## config.mk

```make
export PLATFORM = sky130hd
export DESIGN_NAME = nisp_irq_state
export DESIGN_NICKNAME = d
export VERILOG_FILES = /design/src/design/nisp_pkg.sv /design/src/design/nisp_irq_state.sv
export VERILOG_INCLUDE_DIRS = /design/src /design/src/design
export SDC_FILE = /design/constraint.sdc
export NUM_CORES = 1
export LEC_CHECK = 0
export ABC_CLOCK_PERIOD_IN_PS = 139500
export BUFFER_PORTS_ARGS = -buffer_cell sky130_fd_sc_hd__buf_2
export CAP_MARGIN = 25
export CORE_ASPECT_RATIO = 0.6
export CORE_UTILIZATION = 40
export DETAILED_ROUTE_END_ITERATION = 16
export PLACE_DENSITY = 0.66
export SLEW_MARGIN = 5
export SYNTH_ARGS = -nofsm -noshare
export SYNTH_HDL_FRONTEND = slang
export SYNTH_SLANG_ARGS = --single-unit
```

## constraint.sdc

```tcl
create_clock -name i_clk -period 139.5 [get_ports i_clk]
set_clock_uncertainty 0.2 [all_clocks]
set_input_delay 27.9 -clock i_clk [delete_from_list [all_inputs] [get_ports i_clk]]
set_output_delay 27.9 -clock i_clk [all_outputs]
set_load 0.01 [all_outputs]
```

## src/design/nisp_map.svh

```systemverilog
// register offsets, field positions and reset values of the interrupt state block
`ifndef NISP_MAP_SVH
`define NISP_MAP_SVH

`define NISP_NIRQ        35
`define NISP_NUM_W       6
`define NISP_ADDR_W      12
`define NISP_PRIO_W      4
`define NISP_PRIO_LSB    4
`define NISP_NPRIO_REG   9

`define NISP_OFF_SET_EN  12'h100
`define NISP_OFF_CLR_EN  12'h180
`define NISP_OFF_SET_PND 12'h200
`define NISP_OFF_CLR_PND 12'h280
`define NISP_OFF_ACTIVE  12'h300
`define NISP_OFF_LEVEL   12'h380
`define NISP_OFF_PRIO    12'h400
`define NISP_OFF_SYSCTL  12'hD10
`define NISP_OFF_TRIGGER 12'hF00

`define NISP_SYSCTL_UPP_BIT  1
`define NISP_TRIG_ID_MSB     8
`define NISP_PRIO_RESET      4'h0
`define NISP_VEC_RESET       35'h0
`define NISP_RDATA_UNMAPPED  32'h0000_0000

`endif

```

## src/design/nisp_pkg.sv

```systemverilog
// types shared by the interrupt state block and its users
`include "nisp_map.svh"
package nisp_pkg;

    typedef logic [`NISP_NIRQ-1:0]   nisp_vec_t;
    typedef logic [`NISP_PRIO_W-1:0] nisp_prio_t;
    typedef logic [`NISP_NUM_W-1:0]  nisp_num_t;

    typedef struct packed {
        logic [`NISP_ADDR_W-1:0] addr;
        logic [31:0]             wdata;
        logic [3:0]              be;
        logic                    wr;
        logic                    rd;
        logic                    priv;
    } nisp_bus_t;

    typedef struct packed {
        logic      enter;
        nisp_num_t enter_num;
        logic      ret;
        nisp_num_t ret_num;
    } nisp_core_t;

    typedef struct packed {
        logic       req;
        nisp_num_t  num;
        nisp_prio_t prio;
    } nisp_sel_t;

    typedef struct packed {
        nisp_vec_t                        sync1;
        nisp_vec_t                        sync2;
        nisp_vec_t                        prev;
        nisp_vec_t                        pend;
        nisp_vec_t                        act;
        nisp_vec_t                        en;
        nisp_vec_t                        level;
        nisp_prio_t [`NISP_NIRQ-1:0]      prio;
        logic                             upp;
        logic [31:0]                      rdata;
        nisp_sel_t                        sel;
    } nisp_state_t;

endpackage : nisp_pkg

```

## src/design/nisp_irq_state.sv

```systemverilog
// interrupt pending/active tracking, priorities and software trigger
//
// Chosen here: the placing of the registers and the address-and-strobe port.
`timescale 1ns/100ps
`include "nisp_map.svh"
module nisp_irq_state (
    input  wire logic              i_clk,
    input  wire logic              i_rst_b,
    input  wire nisp_pkg::nisp_bus_t  i_bus,
    output logic [31:0]            o_rdata,
    input  wire nisp_pkg::nisp_vec_t  i_irq_line,
    input  wire nisp_pkg::nisp_core_t i_core,
    output nisp_pkg::nisp_sel_t    o_sel,
    output nisp_pkg::nisp_vec_t    o_active
);
    import nisp_pkg::*;

    nisp_state_t s;
    nisp_state_t next_s;

    nisp_vec_t   rise;
    nisp_vec_t   wmask;
    nisp_vec_t   trig_vec;
    logic [63:0] rd_vec;
    logic        word_hi;
    logic        trig_ok;
    logic [8:0]  trig_id;
    logic [3:0]  prio_idx;
    logic        prio_hit;
    logic        best_found;
    nisp_prio_t  best_prio;
    nisp_num_t   best_num;

    always_comb begin
        next_s     = s;
        rise       = s.sync2 & ~s.prev;
        word_hi    = i_bus.addr[2];
        wmask      = word_hi ? nisp_vec_t'({i_bus.wdata, 32'h0} >> 32) << 32
                             : nisp_vec_t'(i_bus.wdata);
        trig_id    = i_bus.wdata[`NISP_TRIG_ID_MSB:0];
        trig_ok    = i_bus.wr && i_bus.addr == `NISP_OFF_TRIGGER
                     && (i_bus.priv || s.upp);
        trig_vec   = '0;
        prio_idx   = i_bus.addr[5:2];
        prio_hit   = i_bus.addr[11:6] == `NISP_OFF_PRIO >> 6
                     && i_bus.addr[1:0] == 2'h0 && prio_idx < 4'(`NISP_NPRIO_REG);
        rd_vec     = '0;
        best_found = 1'b0;
        best_prio  = '1;
        best_num   = '0;

        // two-flop sync, then edge reference
        next_s.sync1 = i_irq_line;
        next_s.sync2 = s.sync1;
        next_s.prev  = s.sync2;

        // ids beyond the implemented range are dropped
        if (trig_ok && trig_id < 9'(`NISP_NIRQ)) begin
            trig_vec[trig_id[`NISP_NUM_W-1:0]] = 1'b1;
        end

        // active flags: return first, then entry so re-entry of the same line sticks
        if (i_core.ret && i_core.ret_num < `NISP_NUM_W'(`NISP_NIRQ)) begin
            next_s.act[i_core.ret_num] = 1'b0;
            if (s.level[i_core.ret_num] && s.sync2[i_core.ret_num]) begin
                next_s.pend[i_core.ret_num] = 1'b1;
            end
        end
        if (i_core.enter && i_core.enter_num < `NISP_NUM_W'(`NISP_NIRQ)) begin
            next_s.act[i_core.enter_num]  = 1'b1;
            next_s.pend[i_core.enter_num] = 1'b0;
        end

        // clearing goes before every set so a same-cycle event survives
        if (i_bus.wr && i_bus.addr[11:3] == `NISP_OFF_CLR_PND >> 3 && !i_bus.addr[1]) begin
            // level lines still high stay pending; active is never touched
            next_s.pend = next_s.pend & ~(wmask & ~(s.level & s.sync2));
        end
        if (i_bus.wr && i_bus.addr[11:3] == `NISP_OFF_SET_PND >> 3 && !i_bus.addr[1]) begin
            next_s.pend = next_s.pend | wmask;
        end
        next_s.pend = next_s.pend | trig_vec;
        // enable plays no part here, so disabled lines pend too
        next_s.pend = next_s.pend | rise;
        next_s.pend = next_s.pend | (s.sync2 & ~next_s.act);

        if (i_bus.wr && i_bus.addr[11:3] == `NISP_OFF_SET_EN >> 3 && !i_bus.addr[1]) begin
            next_s.en = s.en | wmask;
        end
        if (i_bus.wr && i_bus.addr[11:3] == `NISP_OFF_CLR_EN >> 3 && !i_bus.addr[1]) begin
            next_s.en = s.en & ~wmask;
        end
        if (i_bus.wr && i_bus.addr[11:3] == `NISP_OFF_LEVEL >> 3 && !i_bus.addr[1]) begin
            next_s.level = (s.level & ~(word_hi ? ~(nisp_vec_t'(32'hFFFF_FFFF)) :
                                                   nisp_vec_t'(32'hFFFF_FFFF))) | wmask;
        end
        if (i_bus.wr && i_bus.addr == `NISP_OFF_SYSCTL && i_bus.priv) begin
            next_s.upp = i_bus.wdata[`NISP_SYSCTL_UPP_BIT];
        end

        // byte lanes write single priority fields
        for (int n = 0; n < `NISP_NIRQ; n++) begin
            if (i_bus.wr && prio_hit && prio_idx == 4'(n / 4) && i_bus.be[n % 4]) begin
                next_s.prio[n] = i_bus.wdata[(n % 4) * 8 + `NISP_PRIO_LSB +: `NISP_PRIO_W];
            end
        end

        // read data in the cycle after the strobe, zero otherwise
        next_s.rdata = `NISP_RDATA_UNMAPPED;
        if (i_bus.rd) begin
            case (i_bus.addr & 12'hFF8)
                `NISP_OFF_SET_EN, `NISP_OFF_CLR_EN: rd_vec = 64'(s.en);
                `NISP_OFF_SET_PND, `NISP_OFF_CLR_PND: rd_vec = 64'(s.pend);
                `NISP_OFF_ACTIVE: rd_vec = 64'(s.act);
                `NISP_OFF_LEVEL: rd_vec = 64'(s.level);
                default: rd_vec = '0;
            endcase
            if (i_bus.addr[1:0] == 2'h0) begin
                next_s.rdata = word_hi ? rd_vec[63:32] : rd_vec[31:0];
            end
            if (i_bus.addr == `NISP_OFF_SYSCTL) begin
                next_s.rdata = 32'(s.upp) << `NISP_SYSCTL_UPP_BIT;
            end
            if (prio_hit) begin
                next_s.rdata = '0;
                for (int n = 0; n < `NISP_NIRQ; n++) begin
                    if (prio_idx == 4'(n / 4)) begin
                        next_s.rdata[(n % 4) * 8 + `NISP_PRIO_LSB +: `NISP_PRIO_W] = s.prio[n];
                    end
                end
            end
        end

        // strict less keeps the lower number on equal priority
        for (int n = 0; n < `NISP_NIRQ; n++) begin
            if (s.pend[n] && s.en[n] && (!best_found || s.prio[n] < best_prio)) begin
                best_found = 1'b1;
                best_prio  = s.prio[n];
                best_num   = `NISP_NUM_W'(n);
            end
        end
        next_s.sel.req  = best_found;
        next_s.sel.num  = best_num;
        next_s.sel.prio = best_found ? best_prio : `NISP_PRIO_RESET;
    end

    always_ff @(posedge i_clk or negedge i_rst_b) begin
        if (!i_rst_b) begin
            s <= '0;
        end else begin
            s <= next_s;
        end
    end

    assign o_rdata  = s.rdata;
    assign o_sel    = s.sel;
    assign o_active = s.act;

endmodule : nisp_irq_state

```

==> results of run 1 <==
-- area by class of cell --
cell class                      instances  area, µm²  share of cell area, %
Antenna cell                            2       5.00                 0.0163
Clock buffer                           50       1090                   3.54
Clock inverter                         21        288                  0.938
Inverter                               94        353                   1.15
Multi-Input combinational cell       2289      15800                   51.6
Sequential cell                       429      10700                   35.0
Tap cell                              912       1140                   3.72
Timing Repair Buffer                  220       1230                   4.01
-- layout by cell type, fill, tap and decap left out, types with 41 or more instances in the layout --
master,instances
dfrtp_1,429
nand2_1,362
nor2_1,209
mux2_2,209
o21ai_0,186
buf_2,179
a21oi_1,160
inv_1,94
nand3_1,74
nand2b_1,58
mux2i_1,55
o211ai_1,54
o31ai_1,52
o22ai_1,48
a221oi_1,48
a222oi_1,47
a211oi_1,43
nor3_1,41
-- through the flow --
step	hold WS [ns]	total power, W	area (µm²)	setup WS (ns)	utilization (%)
detailed placement	0.135	0.000180	29300	83.75	42.5
global placement	0.133	0.000180	29300	85.30	42.5
global route	0.158	0.000308	30700	76.88	44.6
finish	0.144	0.000299	30700	81.96	44.6
CTS	0.146	0.000297	30600	83.34	44.5
floorplan	0.131	0.000164	28200	91.96	-
-- critical path: cells and delay by family (launching register included) --
family / cells / cell delay (ns)
simple gates: 74 / 11.14
flops: 1 / 0.45
buf+inv: 25 / 1.90
fa+ha+maj: 34 / 10.25
mux: 18 / 5.65
compound gates: 113 / 27.67
-- worst max path at each step --
stage	depth (start not counted)	slack (ns)	startpoint	end
after detailed placement	263	83.75	s[289]	o_sel[0]
after global placement	264	85.30	s[289]	o_sel[0]
after floorplan	275	91.96	flop	o_sel[0]
after CTS	262	83.34	s[289]	o_sel[0]
final	264	81.96	s[289]	o_sel[0]
after global routing	264	76.88	s[289]	o_sel[0]
-- per-layer routing --
metal  up-vias  global-route usage [%]  part of all wire (%)
met2      1969                    36.1                    34
met5         -                       0                 0.012
met3       169                    17.6                    19
li1      11400                       -                     -
met4         2                    5.69                   1.9
met1     13200                    49.2                    44
-- cell usage after synthesis (26+ instances only) --
| cell type | n | area share, % |
|---|---|---|
| nor3_1 | 42 | 0.75 |
| clkbuf_1 | 134 | 1.8 |
| nand2_1 | 363 | 4.8 |
| nand2b_1 | 58 | 1.3 |
| ha_1 | 40 | 1.8 |
| mux2i_1 | 55 | 2.0 |
| o21ai_0 | 186 | 3.3 |
| o22ai_1 | 48 | 1.1 |
| a211o_1 | 39 | 1.2 |
| nor2_1 | 212 | 2.8 |
| a21o_1 | 26 | 0.69 |
| a31oi_1 | 37 | 0.82 |
| o31ai_1 | 52 | 1.4 |
| a211oi_1 | 43 | 1.1 |
| o211ai_1 | 54 | 1.4 |
| mux2_2 | 209 | 8.4 |
| a222oi_1 | 47 | 1.7 |
| dfrtp_1 | 429 | 38 |
| a221oi_1 | 48 | 1.5 |
| and2_1 | 28 | 0.62 |
| a21oi_1 | 160 | 2.8 |
| nand3_1 | 74 | 1.3 |
| buf_4 | 85 | 2.3 |
| inv_1 | 94 | 1.3 |
-- cells by family after synthesis --
kind of cell,after synthesis
buffers and inverters,338
AOI/OAI and AO/OA,995
DFF,429
adders and majority gates,53
muxes,283
and+or+nand+nor,942
xor gates and xnor gates,16
-- power groups by stage --
stage	Combinational [W]	Clock [W]	Sequential (W)
detailed placement	0.0000463	0	0.000134
CTS	0.0000466	0.000118	0.000132
finish	0.0000486	0.000118	0.000132
floorplan	0.0000318	0	0.000132
global placement	0.0000463	0	0.000134
global route	0.0000522	0.000124	0.000132
==> impl_summary.txt, run 1 <==
----------------------------------------------------
[STA]
  Minimum clock period ... 57.54 ns
  Setup repair after global routing missed its margin ... no
  Worst-margin pin slew ... 1.19 ns
  Maximum frequency from static timing analysis ... 17.4 MHz
  Number of pins with negative max-slew slack in the final report ... 0
  Aggregate negative setup slack ... 0 ns
  Final period util ... 41.2%
  Worst slew margin relative to its limit ... 20.4%
  Count of endpoints failing hold in the final timing report ... 0
  Final setup violation count ... 0

[Pwr]
  Clock power share ... 39.6%
  Sequential power share ... 44.1%
  Switching part of the total ... 29.8%
  Maximum VDD drop ... 9.52 µV
  Gate power share ... 16.3%
  Cell-internal power ... 0.000210 W
  Sw power ... 0.0000890 W
  Static Leakage ... 13.2 nW
  Pwr Density ... 9.74 nW/µm²

[Floorplan]
  Overall die area ... 71,500 µm²
  Height of the chip ... 208 µm
  Count of pins on the block boundary ... 180
  Floorplan Core Area ... 68,800 µm²
  Die boundary width ... 345 µm
  Row Count ... 74
  Effective utilization at floorplan ... 40.9%

[Synth]
  Netlist area before placement ... 28,200 µm²
  Number of flops mapped to enable cells by yosys ... 0
  Share of the synthesized area in compound gates (AO/OA/AOI/OAI) ... 26.0%
  Mux share of post-synthesis cell area ... 11.4%
  Count of mapped cells out of synthesis ... 3,056
  Largest family of logic cells by synthesized area ... compound AO/OA/AOI/OAI gates
  Fraction of the yosys area taken by sequential cells ... 38.1%
  Synthesis warning total ... 0
  Post-Synth Adder-Cell Area ... 2.25%
  Predominant post-synthesis flop cell ... dfrtp_1
  Number of distinct standard cells referenced by the synthesized netlist ... 134
  Synthesized-area fraction occupied by xor and xnor cells ... 0.564%
  Mean Syn Cell Area ... 9.22 µm²
  Number of storage elements in the synthesis netlist ... 429
  Simple-gate portion of the synthesized area ... 15.9%
  Syn Nets ... 3,198
  Asr flop ratio synth ... 100%

[Worst hold path]
  Hold crit path type ... flop to flop
  Hold Crit Depth ... 0
  Worst Hold Endpoint ... next_s[358]
  Launch instance of the worst min-delay path ... next_s[393]

[Flow run]
  Count of maximum capacitance violations ... 0

[Worst setup path]
  Highest net fanout along the worst path ... 21
  Setup CP Type ... flop to flop
  Critical path's most frequent cell ... ha_1
  Endpoint of the worst register-to-register path ... o_sel[0]
  Crit path required time ... 139.76 ns
  Critical Path Source Type ... flop
  Register-to-Register Path Depth ... 264
  Setup slack, reg-to-reg ... 81.96 ns
  Data arrival at the endpoint of the critical path ... 57.79 ns
  Worst-path cell with the longest stage delay ... o21ai_1
  Stage delay of the slowest cell on the critical path ... 0.75 ns
  Critical register-to-register path startpoint ... s[289]
  Endpoint type of the worst setup path ... flop

[Clock tree]
  Clock-pin slew reported for the worst setup and hold paths after clock tree synthesis ... 0.07 ns
  Number of clock sinks ... 429
  Clock latency of the later-clocked register in the worst-skew pair ... 0.60 ns
  Root Buffer ... clkbuf_16
  H-tree Lvls ... 2
  CTS tree ... yes
  Number of hold buffers added after cts ... 0
  CTS resizes ... 0
  Post-CTS setup buffers ... 0
  Number of buffers on the longest clock path ... 3
  Inserted Clock Buffers ... 39

[Drt]
  Post-route DRC ... 0
  Number of detailed-route iterations in the first pass ... 8
  Routed vias ... 26,800
  Drt via density ... 6.67
  Routed wire length per instance ... 28.7 µm
  Wire length after detailed routing ... 115 mm
  DRC violation total after the first TritonRoute iteration ... 4,471
  Residual antenna-violating net count after detailed routing ... 0

[Global routing]
  Largest net degree at the start of global routing ... 111
  Final global-route overflow total ... 0
  Antenna violations before repair ... 7
  Vias in the first global route ... 24,200
  Wire length of the first global-routing pass ... 168 mm
  Overall Global Routing Usage ... 31.5%

[Placed design]
  Total half-perimeter wirelength after legalization and detailed placement ... 87.8 mm
  IO buf count ... 179
  Number of placed cells counting well taps ... 3,941
  Routability cong. ... 1.05

[Cells and area]
  Nets@finish ... 3,215
  Layout cell share with drive strength beyond 1 ... 20.0%
  Area overhead of the layout relative to synthesis ... 8.91%
  Number of standard cells in the layout, taps in and fillers out ... 4,017
  Count of filler cells inserted in the layout ... 6,681

[Outcome]
  Result of the run ... completed

----------------------------------------------------
No activity file was read; power rests on OpenSTA's default activity.
==> inputs of run 2 (changes only) <==
Settings changed: ABC_CLOCK_PERIOD_IN_PS 139500 to 55800.
Clock period 139.5 ns to 55.8 ns, I/O delays scaled along.
==> run 2 against run 1 <==
Against the previous run: worst hold slack improved by 0.0052 ns; total power increased by 150%; clock power increased by 150%; first-iteration DRC count fell by 0.78%; via count rose by 0.45%; critical endpoint unchanged.
==> impl_summary.txt, run 2 (synthesis gave the netlist of run 1 again) <==
----------------------------------------------------
[Outcome]
  Result of the run ... completed

[Worst setup path]
  Crit path required time ... 56.06 ns (-83.70 ns)
  Critical Path Source Type ... flop
  Setup slack, reg-to-reg ... 3.58 ns (-78.39 ns)
  Critical path's most frequent cell ... ha_1
  Endpoint type of the worst setup path ... flop
  Setup CP Type ... flop to flop
  Worst-path cell with the longest stage delay ... dfrtp_1
  Highest net fanout along the worst path ... 21 (unchanged)
  Stage delay of the slowest cell on the critical path ... 0.47 ns (-0.28 ns)
  Data arrival at the endpoint of the critical path ... 52.48 ns (-5.31 ns)

[Drt]
  DRC violation total after the first TritonRoute iteration ... 4,436 (-0.78%)
  Wire length after detailed routing ... 116 mm (+0.54%)
  Drt via density ... 6.67 (about the same)
  Number of detailed-route iterations in the first pass ... 10 (+2)
  Post-route DRC ... 0 (unchanged)
  Residual antenna-violating net count after detailed routing ... 0 (unchanged)
  Routed wire length per instance ... 28.8 µm (+0.17%)
  Routed vias ... 26,900 (+0.45%)

[STA]
  Final period util ... 93.6% (+52 points)
  Maximum frequency from static timing analysis ... 19.1 MHz (+10%)
  Worst-margin pin slew ... 1.27 ns (+0.0736 ns)
  Minimum hold slack ... 0.149 ns (+0.00521 ns)
  Number of pins with negative max-slew slack in the final report ... 0 (unchanged)
  Aggregate negative setup slack ... 0 ns (unchanged)
  Count of endpoints failing hold in the final timing report ... 0 (unchanged)
  Worst slew margin relative to its limit ... 15.5% (-4.9 points)
  Final setup violation count ... 0 (unchanged)
  Minimum clock period ... 52.22 ns (-5.31 ns)

[Cells and area]
  Area overhead of the layout relative to synthesis ... 9.81%
  Nets@finish ... 3,229 (+0.44%)
  Most used cells in the layout excluding fill and tap cells ... dfrtp_1 (429), nand2_1 (361), mux2_2 (209), nor2_1 (207), o21ai_0 (183)
  Layout cell share with drive strength beyond 1 ... 21.2% (+1.2 points)
  Number of standard cells in the layout, taps in and fillers out ... 4,032 (+0.37%)
  Most common cell after layout, fill and taps aside ... dfrtp_1
  Post-layout util ... 45.0% (+0.37 points)
  Layout Cell Area excl Fill ... 30,900 µm² (+0.83%)

[Clock tree]
  H-tree Lvls ... 2 (unchanged)
  Number of buffers on the longest clock path ... 3 (unchanged)
  Number of hold buffers added after cts ... 0 (unchanged)
  Clock-pin slew reported for the worst setup and hold paths after clock tree synthesis ... 0.08 ns (about the same)
  Number of clock sinks ... 429 (unchanged)
  Inserted Clock Buffers ... 39 (unchanged)
  Clock latency of the later-clocked register in the worst-skew pair ... 0.60 ns (about the same)
  Root Buffer ... clkbuf_16
  CTS tree ... yes

[Pwr]
  Sw power ... 0.000228 W (+160%)
  Static Leakage ... 13.3 nW (+0.69%)
  Sequential power share ... 44.3% (+0.2 points)
  Gate power share ... 16.5% (+0.2 points)
  Pwr Density ... 24.1 nW/µm² (+150%)
  Switching part of the total ... 30.6% (+0.75 points)
  Clock power share ... 39.3% (-0.3 points)
  Cell-internal power ... 0.000517 W (+150%)
  Maximum VDD drop ... 21.9 µV (+130%)

[Floorplan]
  Count of pins on the block boundary ... 180 (unchanged)
  Overall die area ... 71,500 µm² (unchanged)
  Effective utilization at floorplan ... 40.9% (unchanged)
  Die boundary width ... 345 µm (unchanged)
  Floorplan Core Area ... 68,800 µm² (unchanged)
  Height of the chip ... 208 µm (unchanged)
  Row Count ... 74 (unchanged)

[Global routing]
  Vias in the first global route ... 24,100 (-0.48%)
  Overall Global Routing Usage ... 31.7% (+0.13 points)
  Final global-route overflow total ... 0 (unchanged)
  Wire length of the first global-routing pass ... 168 mm (+0.20%)
  Largest net degree at the start of global routing ... 98 (-12%)
  Antenna violations before repair ... 5 (-2)

[Placed design]
  Routability cong. ... 1.03 (-1.9%)
  IO buf count ... 179 (unchanged)
  Number of placed cells counting well taps ... 3,941 (unchanged)
  Total half-perimeter wirelength after legalization and detailed placement ... 87.9 mm (+0.12%)
  Placed inst area ... 29,300 µm² (unchanged)

[Flow run]
  Count of maximum capacitance violations ... 0 (unchanged)

[Worst hold path]
  Hold crit path type ... flop to flop

----------------------------------------------------
[run 2: changes by cell type in the layout (fill, tap and decap cells not counted), sizes merged]
| cell | delta |
|---|---|
| bufinv | -2 |
| clkinvlp | +2 |
| clkbuf | -2 |
| inv | +3 |
| buf | +14 |
[run 2: power groups by stage]
stage	registers [W]	logic (W)	clock network, W
after floorplan	0.000331	0.0000794	0
after global placement	0.000335	0.000116	0
after detailed placement	0.000335	0.000115	0
after CTS	0.000329	0.000116	0.000292
after global routing	0.000330	0.000131	0.000307
final	0.000330	0.000123	0.000292
[run 2: stage by stage]
step	power (W)	setup WS, ns
detailed placement	0.000450	0.0525
floorplan	0.000410	8.26
finish	0.000745	3.58
global route	0.000769	-0.136
global placement	0.000451	1.71
CTS	0.000738	0.151
[run 2: final cells by class]
class	instances	area [µm²]
tap	912	1140
clock inverter	24	248
antenna	2	5.00
sequential	429	10700
multi-input combinational	2289	16000
timing repair buffer	234	1340
clock buffer	48	1090
inverter	94	353
fill	6633	37900
[run 2: metal layers]
metal / vias to the layer above / wire (µm) / track usage (%)
met3: 201 / 22600 / 17.8
li1: 11500 / - / -
met1: 13100 / 51200 / 49.5
met5: - / 14 / 0.0672
met4: 2 / 2640 / 6.55
met2: 2090 / 39600 / 35.7
[run 2: critical path: cells and delay by family, from the launching register on]
kind	cells	cell delay [ns]
AOI/OAI and AO/OA	115	23.51
and+or+nand+nor	77	10.47
adders and majority gates	34	10.21
muxes	18	5.25
buffers and inverters	25	1.91
DFF	1	0.47
[run 2: repair_timing]
item,CTS,global route
pin swaps,0,6
buffers inserted,0,15
gates cloned,0,0
resized for setup,1,37
endpoints found under the setup margin,1,10
[run 2: path summary, 6_finish.rpt]
kind	start	cells past startpoint	to
max	s[289]	269	o_sel[0]
min	next_s[393]	0	next_s[358]
max reg2reg	s[289]	269	o_sel[0]
min reg2reg	next_s[393]	0	next_s[358]
max in group asynchronous	i_rst_b	4	next_s[372]
min in group asynchronous	i_rst_b	1	o_sel[9]
